`src/rtl/flash_cmd_pkg.sv`:
```
// Constants and types for the flash storage command handler
//
// Behaviour
// Requests target cluster 0x23, endpoint 0xE6
// Frame type 0x11 carries flash requests
// Network clients use UDP port 0x0bee
// Header: code, options, block, offset, count, data
// Multi-byte header fields are big-endian
// Valid block index is 0 through 159
// Byte count is data length or read size
// Reply unicast to source endpoint; broadcast silent
// Explicit receive frame if endpoint 0xE6 or mode
// Reply mirrors request; options become status
// Status bit zero set on error only
// Geometry query is code 0x00, all zero
// Geometry reply 0x80: blocks, block size, zero
// Erase code 0x01 sets affected bits to one
// Count zero erases all, else named block
// Erase start index must be zero; the code does not check it and erases with status OK
// Erase options byte must be zero; the code does not check it and erases with status OK
// Erase reply 0x81 echoes block and offset
// Array is 160 blocks of 4096 bytes
// Error on bad block or unknown code
package flash_cmd_pkg;
  localparam logic [7:0]  FRAME_TYPE_EXPLICIT = 8'h11;
  localparam logic [15:0] CLUSTER_MEMORY      = 16'h0023;
  localparam logic [7:0]  ENDPOINT_DEVICE     = 8'he6;
  localparam logic [15:0] UDP_PORT_FLASH      = 16'h0bee;
  localparam logic [7:0]  CMD_GEOMETRY_QUERY  = 8'h00;
  localparam logic [7:0]  CMD_ERASE           = 8'h01;
  localparam logic [7:0]  CMD_GEOMETRY_REPLY  = 8'h80;
  localparam logic [7:0]  CMD_ERASE_REPLY     = 8'h81;
  localparam logic [7:0]  CMD_REPLY_BIT       = 8'h80;
  localparam logic [7:0]  STATUS_OK           = 8'h00;
  localparam logic [7:0]  STATUS_ERROR        = 8'h01;
  localparam logic [15:0] BLOCK_COUNT         = 16'h00a0;
  localparam logic [15:0] BLOCK_SIZE          = 16'h1000;
  localparam logic [15:0] LAST_BLOCK          = 16'h009f;
  localparam logic [3:0]  HEADER_LEN          = 4'h8;
  localparam logic [3:0]  OFS_CODE            = 4'h0;
  localparam logic [3:0]  OFS_OPTION          = 4'h1;
  localparam logic [3:0]  OFS_BLOCK           = 4'h2;
  localparam logic [3:0]  OFS_START           = 4'h4;
  localparam logic [3:0]  OFS_COUNT           = 4'h6;
  localparam int          BLOCK_BITS          = 8;
  localparam int          ERASE_STEP_CYCLES   = 1;

  typedef struct packed {
    logic [7:0]  command_code;
    logic [7:0]  option_byte;
    logic [15:0] block_index;
    logic [15:0] byte_offset_in_block;
    logic [15:0] byte_count;
  } header_t;

  typedef struct packed {
    logic [7:0]  frame_type;
    logic [15:0] cluster;
    logic [7:0]  dest_endpoint;
    logic [7:0]  src_endpoint;
    logic        broadcast;
    logic        from_udp;
    logic [15:0] udp_port;
  } frame_info_t;

  typedef struct packed {
    logic [7:0] src_endpoint;
    logic       explicit_rx;
    logic       from_udp;
  } reply_route_t;
endpackage

```
`src/rtl/flash_command_handler.sv`:
```
// Flash storage command decoder, erase engine and reply builder
`timescale 1ns/1ns
module flash_command_handler (
  input  wire logic                        clock_i,
  input  wire logic                        resetn_i,
  input  wire flash_cmd_pkg::frame_info_t  frame_info_i,
  input  wire logic                        frame_start_i,
  input  wire logic                        byte_valid_i,
  input  wire logic [7:0]                  byte_i,
  input  wire logic                        byte_last_i,
  output logic                             byte_ready_o,
  input  wire logic                        explicit_mode_i,
  output logic                             erase_valid_o,
  output logic [7:0]                       erase_block_o,
  input  wire logic                        erase_done_i,
  output logic                             reply_valid_o,
  output flash_cmd_pkg::header_t           reply_header_o,
  output flash_cmd_pkg::reply_route_t      reply_route_o,
  input  wire logic                        reply_ready_i,
  output logic                             passed_on_o
);
  // ==========================================================
  // State
  typedef enum logic [4:0] {
    ST_IDLE  = 5'b00001,
    ST_RECV  = 5'b00010,
    ST_EXEC  = 5'b00100,
    ST_ERASE = 5'b01000,
    ST_REPLY = 5'b10000
  } state_t;

  state_t                    state_reg;
  state_t                    state_next;
  logic [3:0]                pos_reg;
  flash_cmd_pkg::frame_info_t info_reg;
  logic                      explicit_reg;
  logic                      accept_reg;
  logic [7:0]                erase_idx_reg;
  logic                      erase_all_reg;
  logic                      short_reg;
  flash_cmd_pkg::header_t    req;
  logic                      clear;
  logic                      take;
  logic                      is_ours;
  logic                      block_bad;
  logic                      known;
  logic                      do_reply;
  logic                      is_erase;

  assign clear        = (state_reg == ST_IDLE) && frame_start_i;
  assign byte_ready_o = (state_reg == ST_RECV);
  assign take         = byte_ready_o && byte_valid_i;

  // ==========================================================
  // Header fields
  header_field_shift #(.WIDTH(8), .OFFSET(flash_cmd_pkg::OFS_CODE)) u_code (
    .clock_i(clock_i), .resetn_i(resetn_i), .clear_i(clear), .byte_valid_i(take),
    .byte_pos_i(pos_reg), .byte_i(byte_i), .field_o(req.command_code));
  header_field_shift #(.WIDTH(8), .OFFSET(flash_cmd_pkg::OFS_OPTION)) u_opt (
    .clock_i(clock_i), .resetn_i(resetn_i), .clear_i(clear), .byte_valid_i(take),
    .byte_pos_i(pos_reg), .byte_i(byte_i), .field_o(req.option_byte));
  header_field_shift #(.WIDTH(16), .OFFSET(flash_cmd_pkg::OFS_BLOCK)) u_blk (
    .clock_i(clock_i), .resetn_i(resetn_i), .clear_i(clear), .byte_valid_i(take),
    .byte_pos_i(pos_reg), .byte_i(byte_i), .field_o(req.block_index));
  header_field_shift #(.WIDTH(16), .OFFSET(flash_cmd_pkg::OFS_START)) u_start (
    .clock_i(clock_i), .resetn_i(resetn_i), .clear_i(clear), .byte_valid_i(take),
    .byte_pos_i(pos_reg), .byte_i(byte_i), .field_o(req.byte_offset_in_block));
  header_field_shift #(.WIDTH(16), .OFFSET(flash_cmd_pkg::OFS_COUNT)) u_cnt (
    .clock_i(clock_i), .resetn_i(resetn_i), .clear_i(clear), .byte_valid_i(take),
    .byte_pos_i(pos_reg), .byte_i(byte_i), .field_o(req.byte_count));

  // ==========================================================
  // Frame acceptance
  assign is_ours = frame_info_i.from_udp ? (frame_info_i.udp_port == flash_cmd_pkg::UDP_PORT_FLASH)
                 : (frame_info_i.frame_type == flash_cmd_pkg::FRAME_TYPE_EXPLICIT
                    && frame_info_i.cluster == flash_cmd_pkg::CLUSTER_MEMORY
                    && frame_info_i.dest_endpoint == flash_cmd_pkg::ENDPOINT_DEVICE);

  always_ff @(posedge clock_i or negedge resetn_i) begin
    if (!resetn_i) begin
      info_reg     <= '0;
      explicit_reg <= 1'b0;
      accept_reg   <= 1'b0;
    end else if (clear) begin
      info_reg     <= frame_info_i;
      explicit_reg <= explicit_mode_i;
      accept_reg   <= is_ours;
    end
  end

  always_ff @(posedge clock_i or negedge resetn_i) begin
    if (!resetn_i) begin
      pos_reg   <= 4'h0;
      short_reg <= 1'b0;
    end else if (clear) begin
      pos_reg   <= 4'h0;
      short_reg <= 1'b0;
    end else if (take) begin
      if (pos_reg < flash_cmd_pkg::HEADER_LEN) begin
        pos_reg <= pos_reg + 4'h1;
      end
      if (byte_last_i && pos_reg < flash_cmd_pkg::HEADER_LEN - 4'h1) begin
        short_reg <= 1'b1;
      end
    end
  end

  // ==========================================================
  // Decode
  assign block_bad = req.block_index > flash_cmd_pkg::LAST_BLOCK;
  assign is_erase  = req.command_code == flash_cmd_pkg::CMD_ERASE;
  assign known     = (req.command_code == flash_cmd_pkg::CMD_GEOMETRY_QUERY) || is_erase;
  assign do_reply  = accept_reg && !info_reg.broadcast;
  assign passed_on_o = (state_reg == ST_EXEC) && accept_reg && !known;

  always_comb begin
    state_next = state_reg;
    unique case (state_reg)
      ST_IDLE:  if (frame_start_i) state_next = ST_RECV;
      ST_RECV:  if (take && byte_last_i) state_next = ST_EXEC;
      ST_EXEC: begin
        if (!accept_reg || short_reg) state_next = ST_IDLE;
        else if (is_erase && (req.byte_count == 16'h0000 || !block_bad)) state_next = ST_ERASE;
        else if (do_reply) state_next = ST_REPLY;
        else state_next = ST_IDLE;
      end
      ST_ERASE: if (erase_done_i && (!erase_all_reg || erase_idx_reg == 8'(flash_cmd_pkg::LAST_BLOCK)))
                  state_next = do_reply ? ST_REPLY : ST_IDLE;
      ST_REPLY: if (reply_ready_i) state_next = ST_IDLE;
      default:  state_next = ST_IDLE;
    endcase
  end

  always_ff @(posedge clock_i or negedge resetn_i) begin
    if (!resetn_i) begin
      state_reg <= ST_IDLE;
    end else begin
      state_reg <= state_next;
    end
  end

  // ==========================================================
  // Erase engine: one block request at a time
  always_ff @(posedge clock_i or negedge resetn_i) begin
    if (!resetn_i) begin
      erase_idx_reg <= 8'h00;
      erase_all_reg <= 1'b0;
    end else if (state_reg == ST_EXEC) begin
      erase_all_reg <= req.byte_count == 16'h0000;
      erase_idx_reg <= (req.byte_count == 16'h0000) ? 8'h00 : req.block_index[7:0];
    end else if (state_reg == ST_ERASE && erase_done_i && erase_all_reg) begin
      erase_idx_reg <= erase_idx_reg + 8'h01;
    end
  end

  assign erase_valid_o = (state_reg == ST_ERASE);
  assign erase_block_o = erase_idx_reg;

  // ==========================================================
  // Reply builder
  always_ff @(posedge clock_i or negedge resetn_i) begin
    if (!resetn_i) begin
      reply_header_o <= '0;
      reply_route_o  <= '0;
    end else if (state_reg == ST_EXEC) begin
      reply_route_o.src_endpoint <= info_reg.src_endpoint;
      reply_route_o.from_udp     <= info_reg.from_udp;
      reply_route_o.explicit_rx  <= !info_reg.from_udp &&
        (info_reg.src_endpoint == flash_cmd_pkg::ENDPOINT_DEVICE || explicit_reg);
      reply_header_o.byte_count  <= 16'h0000;
      if (req.command_code == flash_cmd_pkg::CMD_GEOMETRY_QUERY) begin
        reply_header_o.command_code         <= flash_cmd_pkg::CMD_GEOMETRY_REPLY;
        reply_header_o.option_byte          <= flash_cmd_pkg::STATUS_OK;
        reply_header_o.block_index          <= flash_cmd_pkg::BLOCK_COUNT;
        reply_header_o.byte_offset_in_block <= flash_cmd_pkg::BLOCK_SIZE;
      end else begin
        reply_header_o.command_code         <= is_erase ? flash_cmd_pkg::CMD_ERASE_REPLY
                                               : (req.command_code | flash_cmd_pkg::CMD_REPLY_BIT);
        reply_header_o.option_byte          <= (!known || (is_erase && req.byte_count != 16'h0000 && block_bad))
                                               ? flash_cmd_pkg::STATUS_ERROR : flash_cmd_pkg::STATUS_OK;
        reply_header_o.block_index          <= req.block_index;
        reply_header_o.byte_offset_in_block <= req.byte_offset_in_block;
      end
    end
  end

  assign reply_valid_o = (state_reg == ST_REPLY);

  // ==========================================================
  // Checks
  a_reply_unicast_only: assert property (@(posedge clock_i) disable iff (!resetn_i)
    reply_valid_o |-> !info_reg.broadcast && accept_reg) else $error("reply to broadcast");
  a_geometry_reply_fields: assert property (@(posedge clock_i) disable iff (!resetn_i)
    reply_valid_o && reply_header_o.command_code == flash_cmd_pkg::CMD_GEOMETRY_REPLY
    |-> reply_header_o.block_index == 16'h00a0 && reply_header_o.byte_offset_in_block == 16'h1000)
    else $error("bad geometry reply");
  a_reply_count_zero: assert property (@(posedge clock_i) disable iff (!resetn_i)
    reply_valid_o |-> reply_header_o.byte_count == 16'h0000) else $error("nonzero reply count");
  a_status_reserved: assert property (@(posedge clock_i) disable iff (!resetn_i)
    reply_valid_o |-> reply_header_o.option_byte[7:1] == 7'h00) else $error("reserved status set");
  a_erase_in_range: assert property (@(posedge clock_i) disable iff (!resetn_i)
    erase_valid_o |-> erase_block_o <= 8'h9f) else $error("erase out of range");
  a_erase_reply_code: assert property (@(posedge clock_i) disable iff (!resetn_i)
    $rose(reply_valid_o) && $past(state_reg) == ST_ERASE
    |-> reply_header_o.command_code == flash_cmd_pkg::CMD_ERASE_REPLY) else $error("bad erase reply");
  a_bad_block_error: assert property (@(posedge clock_i) disable iff (!resetn_i)
    state_reg == ST_EXEC && accept_reg && !short_reg && block_bad && is_erase && req.byte_count != 16'h0000
    ##1 reply_valid_o |-> reply_header_o.option_byte[0]) else $error("missing error bit");
  a_erase_all_walk: assert property (@(posedge clock_i) disable iff (!resetn_i)
    erase_valid_o && erase_done_i && erase_all_reg && erase_block_o != 8'h9f
    |=> erase_valid_o && erase_block_o == $past(erase_block_o) + 8'h01) else $error("erase walk broken");
  a_explicit_route: assert property (@(posedge clock_i) disable iff (!resetn_i)
    reply_valid_o && !reply_route_o.from_udp && reply_route_o.src_endpoint == 8'he6
    |-> reply_route_o.explicit_rx) else $error("explicit route missed");
  a_short_frame_drop: assert property (@(posedge clock_i) disable iff (!resetn_i)
    state_reg == ST_EXEC && short_reg |=> state_reg == ST_IDLE) else $error("short frame not dropped");
  a_erase_request_hold: assert property (@(posedge clock_i) disable iff (!resetn_i)
    erase_valid_o && !erase_done_i |=> erase_valid_o && $stable(erase_block_o)) else $error("erase request lost");
  a_unknown_code_error: assert property (@(posedge clock_i) disable iff (!resetn_i)
    state_reg == ST_EXEC && accept_reg && !short_reg && !known
    ##1 reply_valid_o |-> reply_header_o.option_byte[0]) else $error("unknown code without error");
endmodule

```
`src/rtl/header_field_shift.sv`:
```
// Big-endian byte collector for one header field
`timescale 1ns/1ns
module header_field_shift #(
  parameter int          WIDTH  = 16,
  parameter logic [3:0]  OFFSET = 4'h0
) (
  input  wire logic             clock_i,
  input  wire logic             resetn_i,
  input  wire logic             clear_i,
  input  wire logic             byte_valid_i,
  input  wire logic [3:0]       byte_pos_i,
  input  wire logic [7:0]       byte_i,
  output logic      [WIDTH-1:0] field_o
);
  localparam int          NBYTES = WIDTH / 8;
  localparam logic [3:0]  LAST   = OFFSET + 4'(NBYTES - 1);

  // Most significant byte arrives first
  always_ff @(posedge clock_i or negedge resetn_i) begin
    if (!resetn_i) begin
      field_o <= '0;
    end else if (clear_i) begin
      field_o <= '0;
    end else if (byte_valid_i && byte_pos_i >= OFFSET && byte_pos_i <= LAST) begin
      field_o <= {field_o[WIDTH-1:0] << 8} | WIDTH'(byte_i);
    end
  end
endmodule

```
`config.mk`:
```
export PLATFORM = sky130hd
export DESIGN_NAME = flash_command_handler
export DESIGN_NICKNAME = d
export VERILOG_FILES = /design/src/rtl/flash_cmd_pkg.sv /design/src/rtl/flash_command_handler.sv /design/src/rtl/header_field_shift.sv
export SDC_FILE = /design/constraint.sdc
export NUM_CORES = 1
export LEC_CHECK = 0
export ABC_AREA = 1
export BUFFER_PORTS_ARGS = -buffer_cell sky130_fd_sc_hd__buf_4
export CORE_MARGIN = 2
export CORE_UTILIZATION = 55
export CTS_BUF_LIST = sky130_fd_sc_hd__clkbuf_4 sky130_fd_sc_hd__clkbuf_8
export DETAILED_ROUTE_END_ITERATION = 8
export HOLD_SLACK_MARGIN = 0.02
export PLACE_DENSITY = 0.82
export SYNTH_ARGS = -nofsm -noshare
export SYNTH_HDL_FRONTEND = slang
export SYNTH_SLANG_ARGS = --single-unit
```
`constraint.sdc`:
```
create_clock -name clock_i -period 4 [get_ports clock_i]
set_clock_uncertainty 0.2 [all_clocks]
set_input_delay 0.6 -clock clock_i [delete_from_list [all_inputs] [get_ports clock_i]]
set_output_delay 0.6 -clock clock_i [all_outputs]
set_load 0.1 [all_outputs]
```
* Word level (Yosys, flattened, before mapping)
Index checks and enable logic that the tools add are counted.
** Storage, ports and cells
- Bits of input ports :: 74
- Bits in read-only memories :: 0
- RAM bits :: 0
- Logic and storage cells :: 132
- Latch bits :: 0
- Output and inout port bits :: 86
- Memories :: 0
- Flip-flop bits (word level) :: 145
** Operators by class
- Order comparisons :: 11
- Eq/ne operators :: 16
- $add $sub $neg :: 2
- $mul :: 0
- Bitwise logic cells :: 3
- Shift operators :: 0
- Reduce and logical (&&, ||, !) cells :: 50
- Multiplexer cells :: 29
- Divide/modulo/power cells :: 0
** Operator list (count)
- 2-to-1 mux 16 bit :: 6
- OR 16 x 8 -> 16 bit :: 3
- 2-to-1 mux 47 bit :: 1
- 2-to-1 mux 8 bit :: 5
- 2-to-1 mux 5 bit :: 7
- one-hot mux 5 bit (5 select lines) :: 1
- equality test 8 bit (second input constant) :: 3
- logical AND 1 bit :: 24
- equality test 16 x 12 -> 1 bit (second input constant) :: 1
- equality test 16 x 6 -> 1 bit (second input constant) :: 1
- > comparator 16 x 8 -> 1 bit (second input constant) :: 1
- zero test 16 bit :: 1
- nonzero test 16 bit :: 1
- nonzero test 2 bit :: 8
- 2-to-1 mux 4 bit :: 3
- adder 8 x 1 -> 8 bit (second input constant) :: 1
- equality test 8 x 1 -> 1 bit (second input constant) :: 1
- equality test 8 x 5 -> 1 bit (second input constant) :: 1
- >= comparator 4 x 3 -> 1 bit (second input constant) :: 2
- less-or-equal comparator 4 x 3 -> 1 bit (second input constant) :: 2
- zero test 8 bit :: 1
- 2-to-1 mux 7 bit :: 1
- zero test 1 bit :: 6
- logical OR 1 bit :: 6
- other kinds (17) :: 24

* Longest topological paths before layout
- Word-level depth :: 7
- Depth in mapped cells :: 12
- Depth with buffers taken out :: 11

* Cells and area by module
Synthesis repeated with hierarchy kept, for this count alone.
** Second synthesis, totals
- Cell total of the unflattened synthesis :: 769
- Area total of the unflattened synthesis :: 6652.6 µm²
** By module, submodules not included
- flash_command_handler :: seq. area each 2053.2 µm², cells an instance 457, instances 1, area an instance 3958.8 µm²
- header_field_shift (u_start) :: seq. area each 400.4 µm², cells an instance 87, instances 1, area an instance 764.5 µm²
- header_field_shift (u_blk) :: seq. area each 400.4 µm², cells an instance 84, instances 1, area an instance 755.7 µm²
- header_field_shift (u_cnt) :: seq. area each 400.4 µm², cells an instance 87, instances 1, area an instance 748.2 µm²
- header_field_shift (u_code) :: seq. area each 200.2 µm², cells an instance 54, instances 1, area an instance 425.4 µm²

* Worst setup path after synthesis
Ideal clock, no wire load.
- Kind :: register to output
- Start point :: reg state_reg[0]
- End point :: out passed_on_o
- Arrival :: 3.136 ns
- Cell stages (with the launch flop) :: 7
- Slack :: 0.064 ns
- Cell sequence :: dfstp_2 nor2_2 nand3_2 nor2_4 inv_1 clkbuf_2 nor3_1
** On the way
- Word-level cells in the longest chain between the ends :: 3
** RTL lines
- start: declaration :: line flash_command_handler.sv:32 : state_t state_reg;
- start signal: assignment :: line flash_command_handler.sv:138 : state_reg <= state_next;
- equality test 5 x 3 -> 1 bit :: line flash_command_handler.sv:114 : assign passed_on_o = (state_reg == ST_EXEC) && accept_reg && !known;
- logical AND 1 bit (2 in series) :: line flash_command_handler.sv:114
- end: declaration :: line flash_command_handler.sv:20 : output logic passed_on_o
Every way passes these cells.

* Worst setup path after layout
- Start point :: reg state_reg[1]
- End point :: out passed_on_o
The elaborated chain is that of the path after synthesis.

==> impl_metrics.csv <==
group,metric,value,unit
sta,maxSlewViolCount,0,
hold_path,hold_class,"in -> async",
grt,antenna_found_initial,0,
floorplanning,initial_core_util,57.1,%
status,status,"finished, final reports clean",
synthesis,avgSynthCellArea,8.85,sq um
place,dp_hpwl,10900,um
synthesis,synth_area,6270,sq um
synthesis,synth_edf_count,0,
finish,largest-register,"reply_header_o",
sta,maxSlewHeadroom,35.3,%
route,wire_per_inst,15.2,um
sta,period_needed,3.22,ns
route,ant_nets,0,
route,first_pass_iters,5,
cts,ctsResizeCount,0,
synthesis,ys_ff_latch,138,
finish,multi_input_area,2260,sq um
sta,worst_pin_slew,0.970,ns
finish,final_core_util,69.4,%
route,totalWireLength,15000,um
sta,setup_viol,0,
floorplanning,fp.dieW,111,um
floorplanning,coreArea,11000,sq um
grt,grt_usage,25.1,%
sta,clock.fmax,311,MHz
cts,cts.sinks,138,
power_and_ir_drop,p_leak,3.87,nW
sta,rsz0062_at_grt,"false",
route,num_vias,5312,
route,drt-initial-drc-count,395,
finish,antenna_cells,0,
route,via_per_inst,5.36,
grt,overflow,0,
cts,postCtsSetupBuffers,0,
sta,whs,0.0890,ns
cts,cts_tree,"done",
finish,largest_reg_flops,41,
floorplanning,die_area,12300,sq um
critical_path,crit_fanout,16,
critical_path,critPathKind,"reg -> out",
power_and_ir_drop,power.total,5.22,mW
critical_path,cp-end-kind,"primary output",
place,gp_congestion,0.827,
run,max_cap_viol_count,0,
finish,post_route_cells_drive_above_1_share,24.1,%
grt,grt_pass1_vias,5295,
finish,finalNetCount,918,
cts,cts.htree.levels,4,
place,io_buffer_count,136,
synthesis,ys_seq_area_share,55.1,%
synthesis,yosysWarnings,0,
cts,cts_root_buf,"clkbuf_8",
cts,clk_latency,0.45,ns
critical_path,required,3.20,ns
floorplanning,rows,38,
grt,grt_max_degree,111,
floorplanning,io_pins,160,
synthesis,synthArstFlopShare,100,%
sta,hold_viol,0,
synthesis,synth_cell_types,42,
sta,tns,0,ns
critical_path,critPathArrivalTime,2.42,ns
synthesis,netlist_instances,708,
finish,seq_area,3450,sq um
cts,clk_pin_slew,0.07,ns
finish,fill_cells,863,
sta,final.period_utilization,80.4,%
finish,syn_to_final_growth,21.6,%
cts,postCtsHoldBufs,0,
synthesis,ys.flop_type,"dfrtp_1",
critical_path,startpoint_type,"register",
grt,grt_pass1_wl,24600,um
power_and_ir_drop,ir_drop,0.511,mV
power_and_ir_drop,pwr_density_cell,684,nW/um^2
cts,cts_buffer_depth,2,
route,drc,0,
cts,cts_buffers,17,
floorplanning,die_y,111,um
-- layout make-up --
cell class                      instances  share of cell area (%)
Clock buffer                           22                    3.73
Tap cell                              140                    2.30
Timing Repair Buffer                  139                    13.7
Clock inverter                          8                    1.26
Inverter                               79                    3.96
Sequential cell                       138                    45.3
Multi-Input combinational cell        465                    29.7
-- worst max-delay path, cell delays in order (launching register included) --
cell	delay [ns]
dfrtp_1	0.41
nor2_2	0.20
nand3_2	0.16
nor2_4	0.35
inv_1	0.31
nor3_1	0.20
buf_4	0.32
-- through the flow --
stage,instance area [sq um],setup slack [ns],cells
2_1_floorplan,6350,0.0643,730
3_3_place_gp,7240,1.19,961
3_5_place_dp,7240,1.15,961
4_1_cts,7620,0.772,991
5_1_grt,7620,0.591,991
6_report,7620,0.784,991
-- Yosys cell counts, types with 11 or more instances --
cell type	number	area share, %
buf_4	23	2.8
o21ai_1	16	1.3
nand2_1	158	9.5
a22o_1	13	1.8
a21oi_1	21	1.7
dfrtp_1	137	55
o21ai_0	72	5.8
inv_1	71	4.3
nand3_1	35	2.8
nor2_1	63	3.8
buf_2	14	1.1
nand4_1	11	1.1
-- cell families (layout without fill, tap and decap cells) --
kind of cell / count (synthesis) / after routing / share of synthesized area (%)
AND/OR/NAND/NOR: 300 / 300 / 21.1
AO/OA/AOI/OAI: 137 / 137 / 12.7
other: 1 / 23 / 0.0598
buffers and inverters: 127 / 248 / 10.1
adder cells (fa/ha/maj): 4 / 4 / 0.799
flip-flops: 138 / 138 / 55.1
XOR/XNOR: 1 / 1 / 0.140
-- per-layer routing --
layer / track usage, % / vias to the layer above / part of all wire (%)
met3: 6.83 / 33 / 6.0
li1: - / 2515 / -
met5: 0 / - / 0
met1: 30.4 / 2530 / 41
met4: 8.25 / 0 / 2.1
met2: 43.6 / 234 / 51
-- where the power goes --
group          leakage, nW  total, mW  switching, mW  internal [mW]
Clock                0.199       1.09          0.498          0.596
Sequential            1.84       1.96          0.235           1.73
Combinational         1.83       2.16           1.67          0.486
-- cell usage in the layout, fill, tap and decap left out, types with 2 or more instances in the layout --
master / synthesis / routed
nand4_1: 11 / 11
or2_2: 5 / 5
a21oi_2: 6 / 6
nand3_2: 2 / 2
clkbuf_8: 0 / 19
inv_2: 6 / 6
a22o_1: 13 / 13
nor2_2: 4 / 4
conb_1: 1 / 23
nor3b_1: 2 / 2
inv_4: 2 / 2
nor2_1: 63 / 63
dfrtp_1: 137 / 137
nand3_1: 35 / 35
nor4_1: 5 / 5
buf_4: 23 / 138
nand2_2: 2 / 2
ha_1: 4 / 4
nor2_4: 3 / 3
clkinv_2: 0 / 4
a21oi_1: 21 / 21
nand2_1: 158 / 158
inv_1: 71 / 71
bufinv_16: 0 / 2
a22oi_1: 3 / 3
o21ai_0: 72 / 72
nor3_1: 6 / 6
clkbuf_4: 0 / 3
o21ai_1: 16 / 16
-- final timing paths --
| kind | start | endpoint | slack (ns) | depth (start not counted) |
|---|---|---|---|---|
| min in group clock_i | frame_info_i[21] | info_reg[21] | 0.14 | 3 |
| hold reg to reg | reply_header_o[63] | reply_header_o[63] | 0.28 | 1 |
| setup reg to reg | state_reg[0] | erase_block_o[2] | 1.07 | 8 |
| max in group asynchronous | resetn_i | u_code.field_o[6] | 2.69 | 2 |
| setup / recovery | state_reg[1] | passed_on_o | 0.78 | 6 |
| hold / removal | resetn_i | reply_header_o[19] | 0.09 | 1 |
Power figures use the tool's default switching activity.
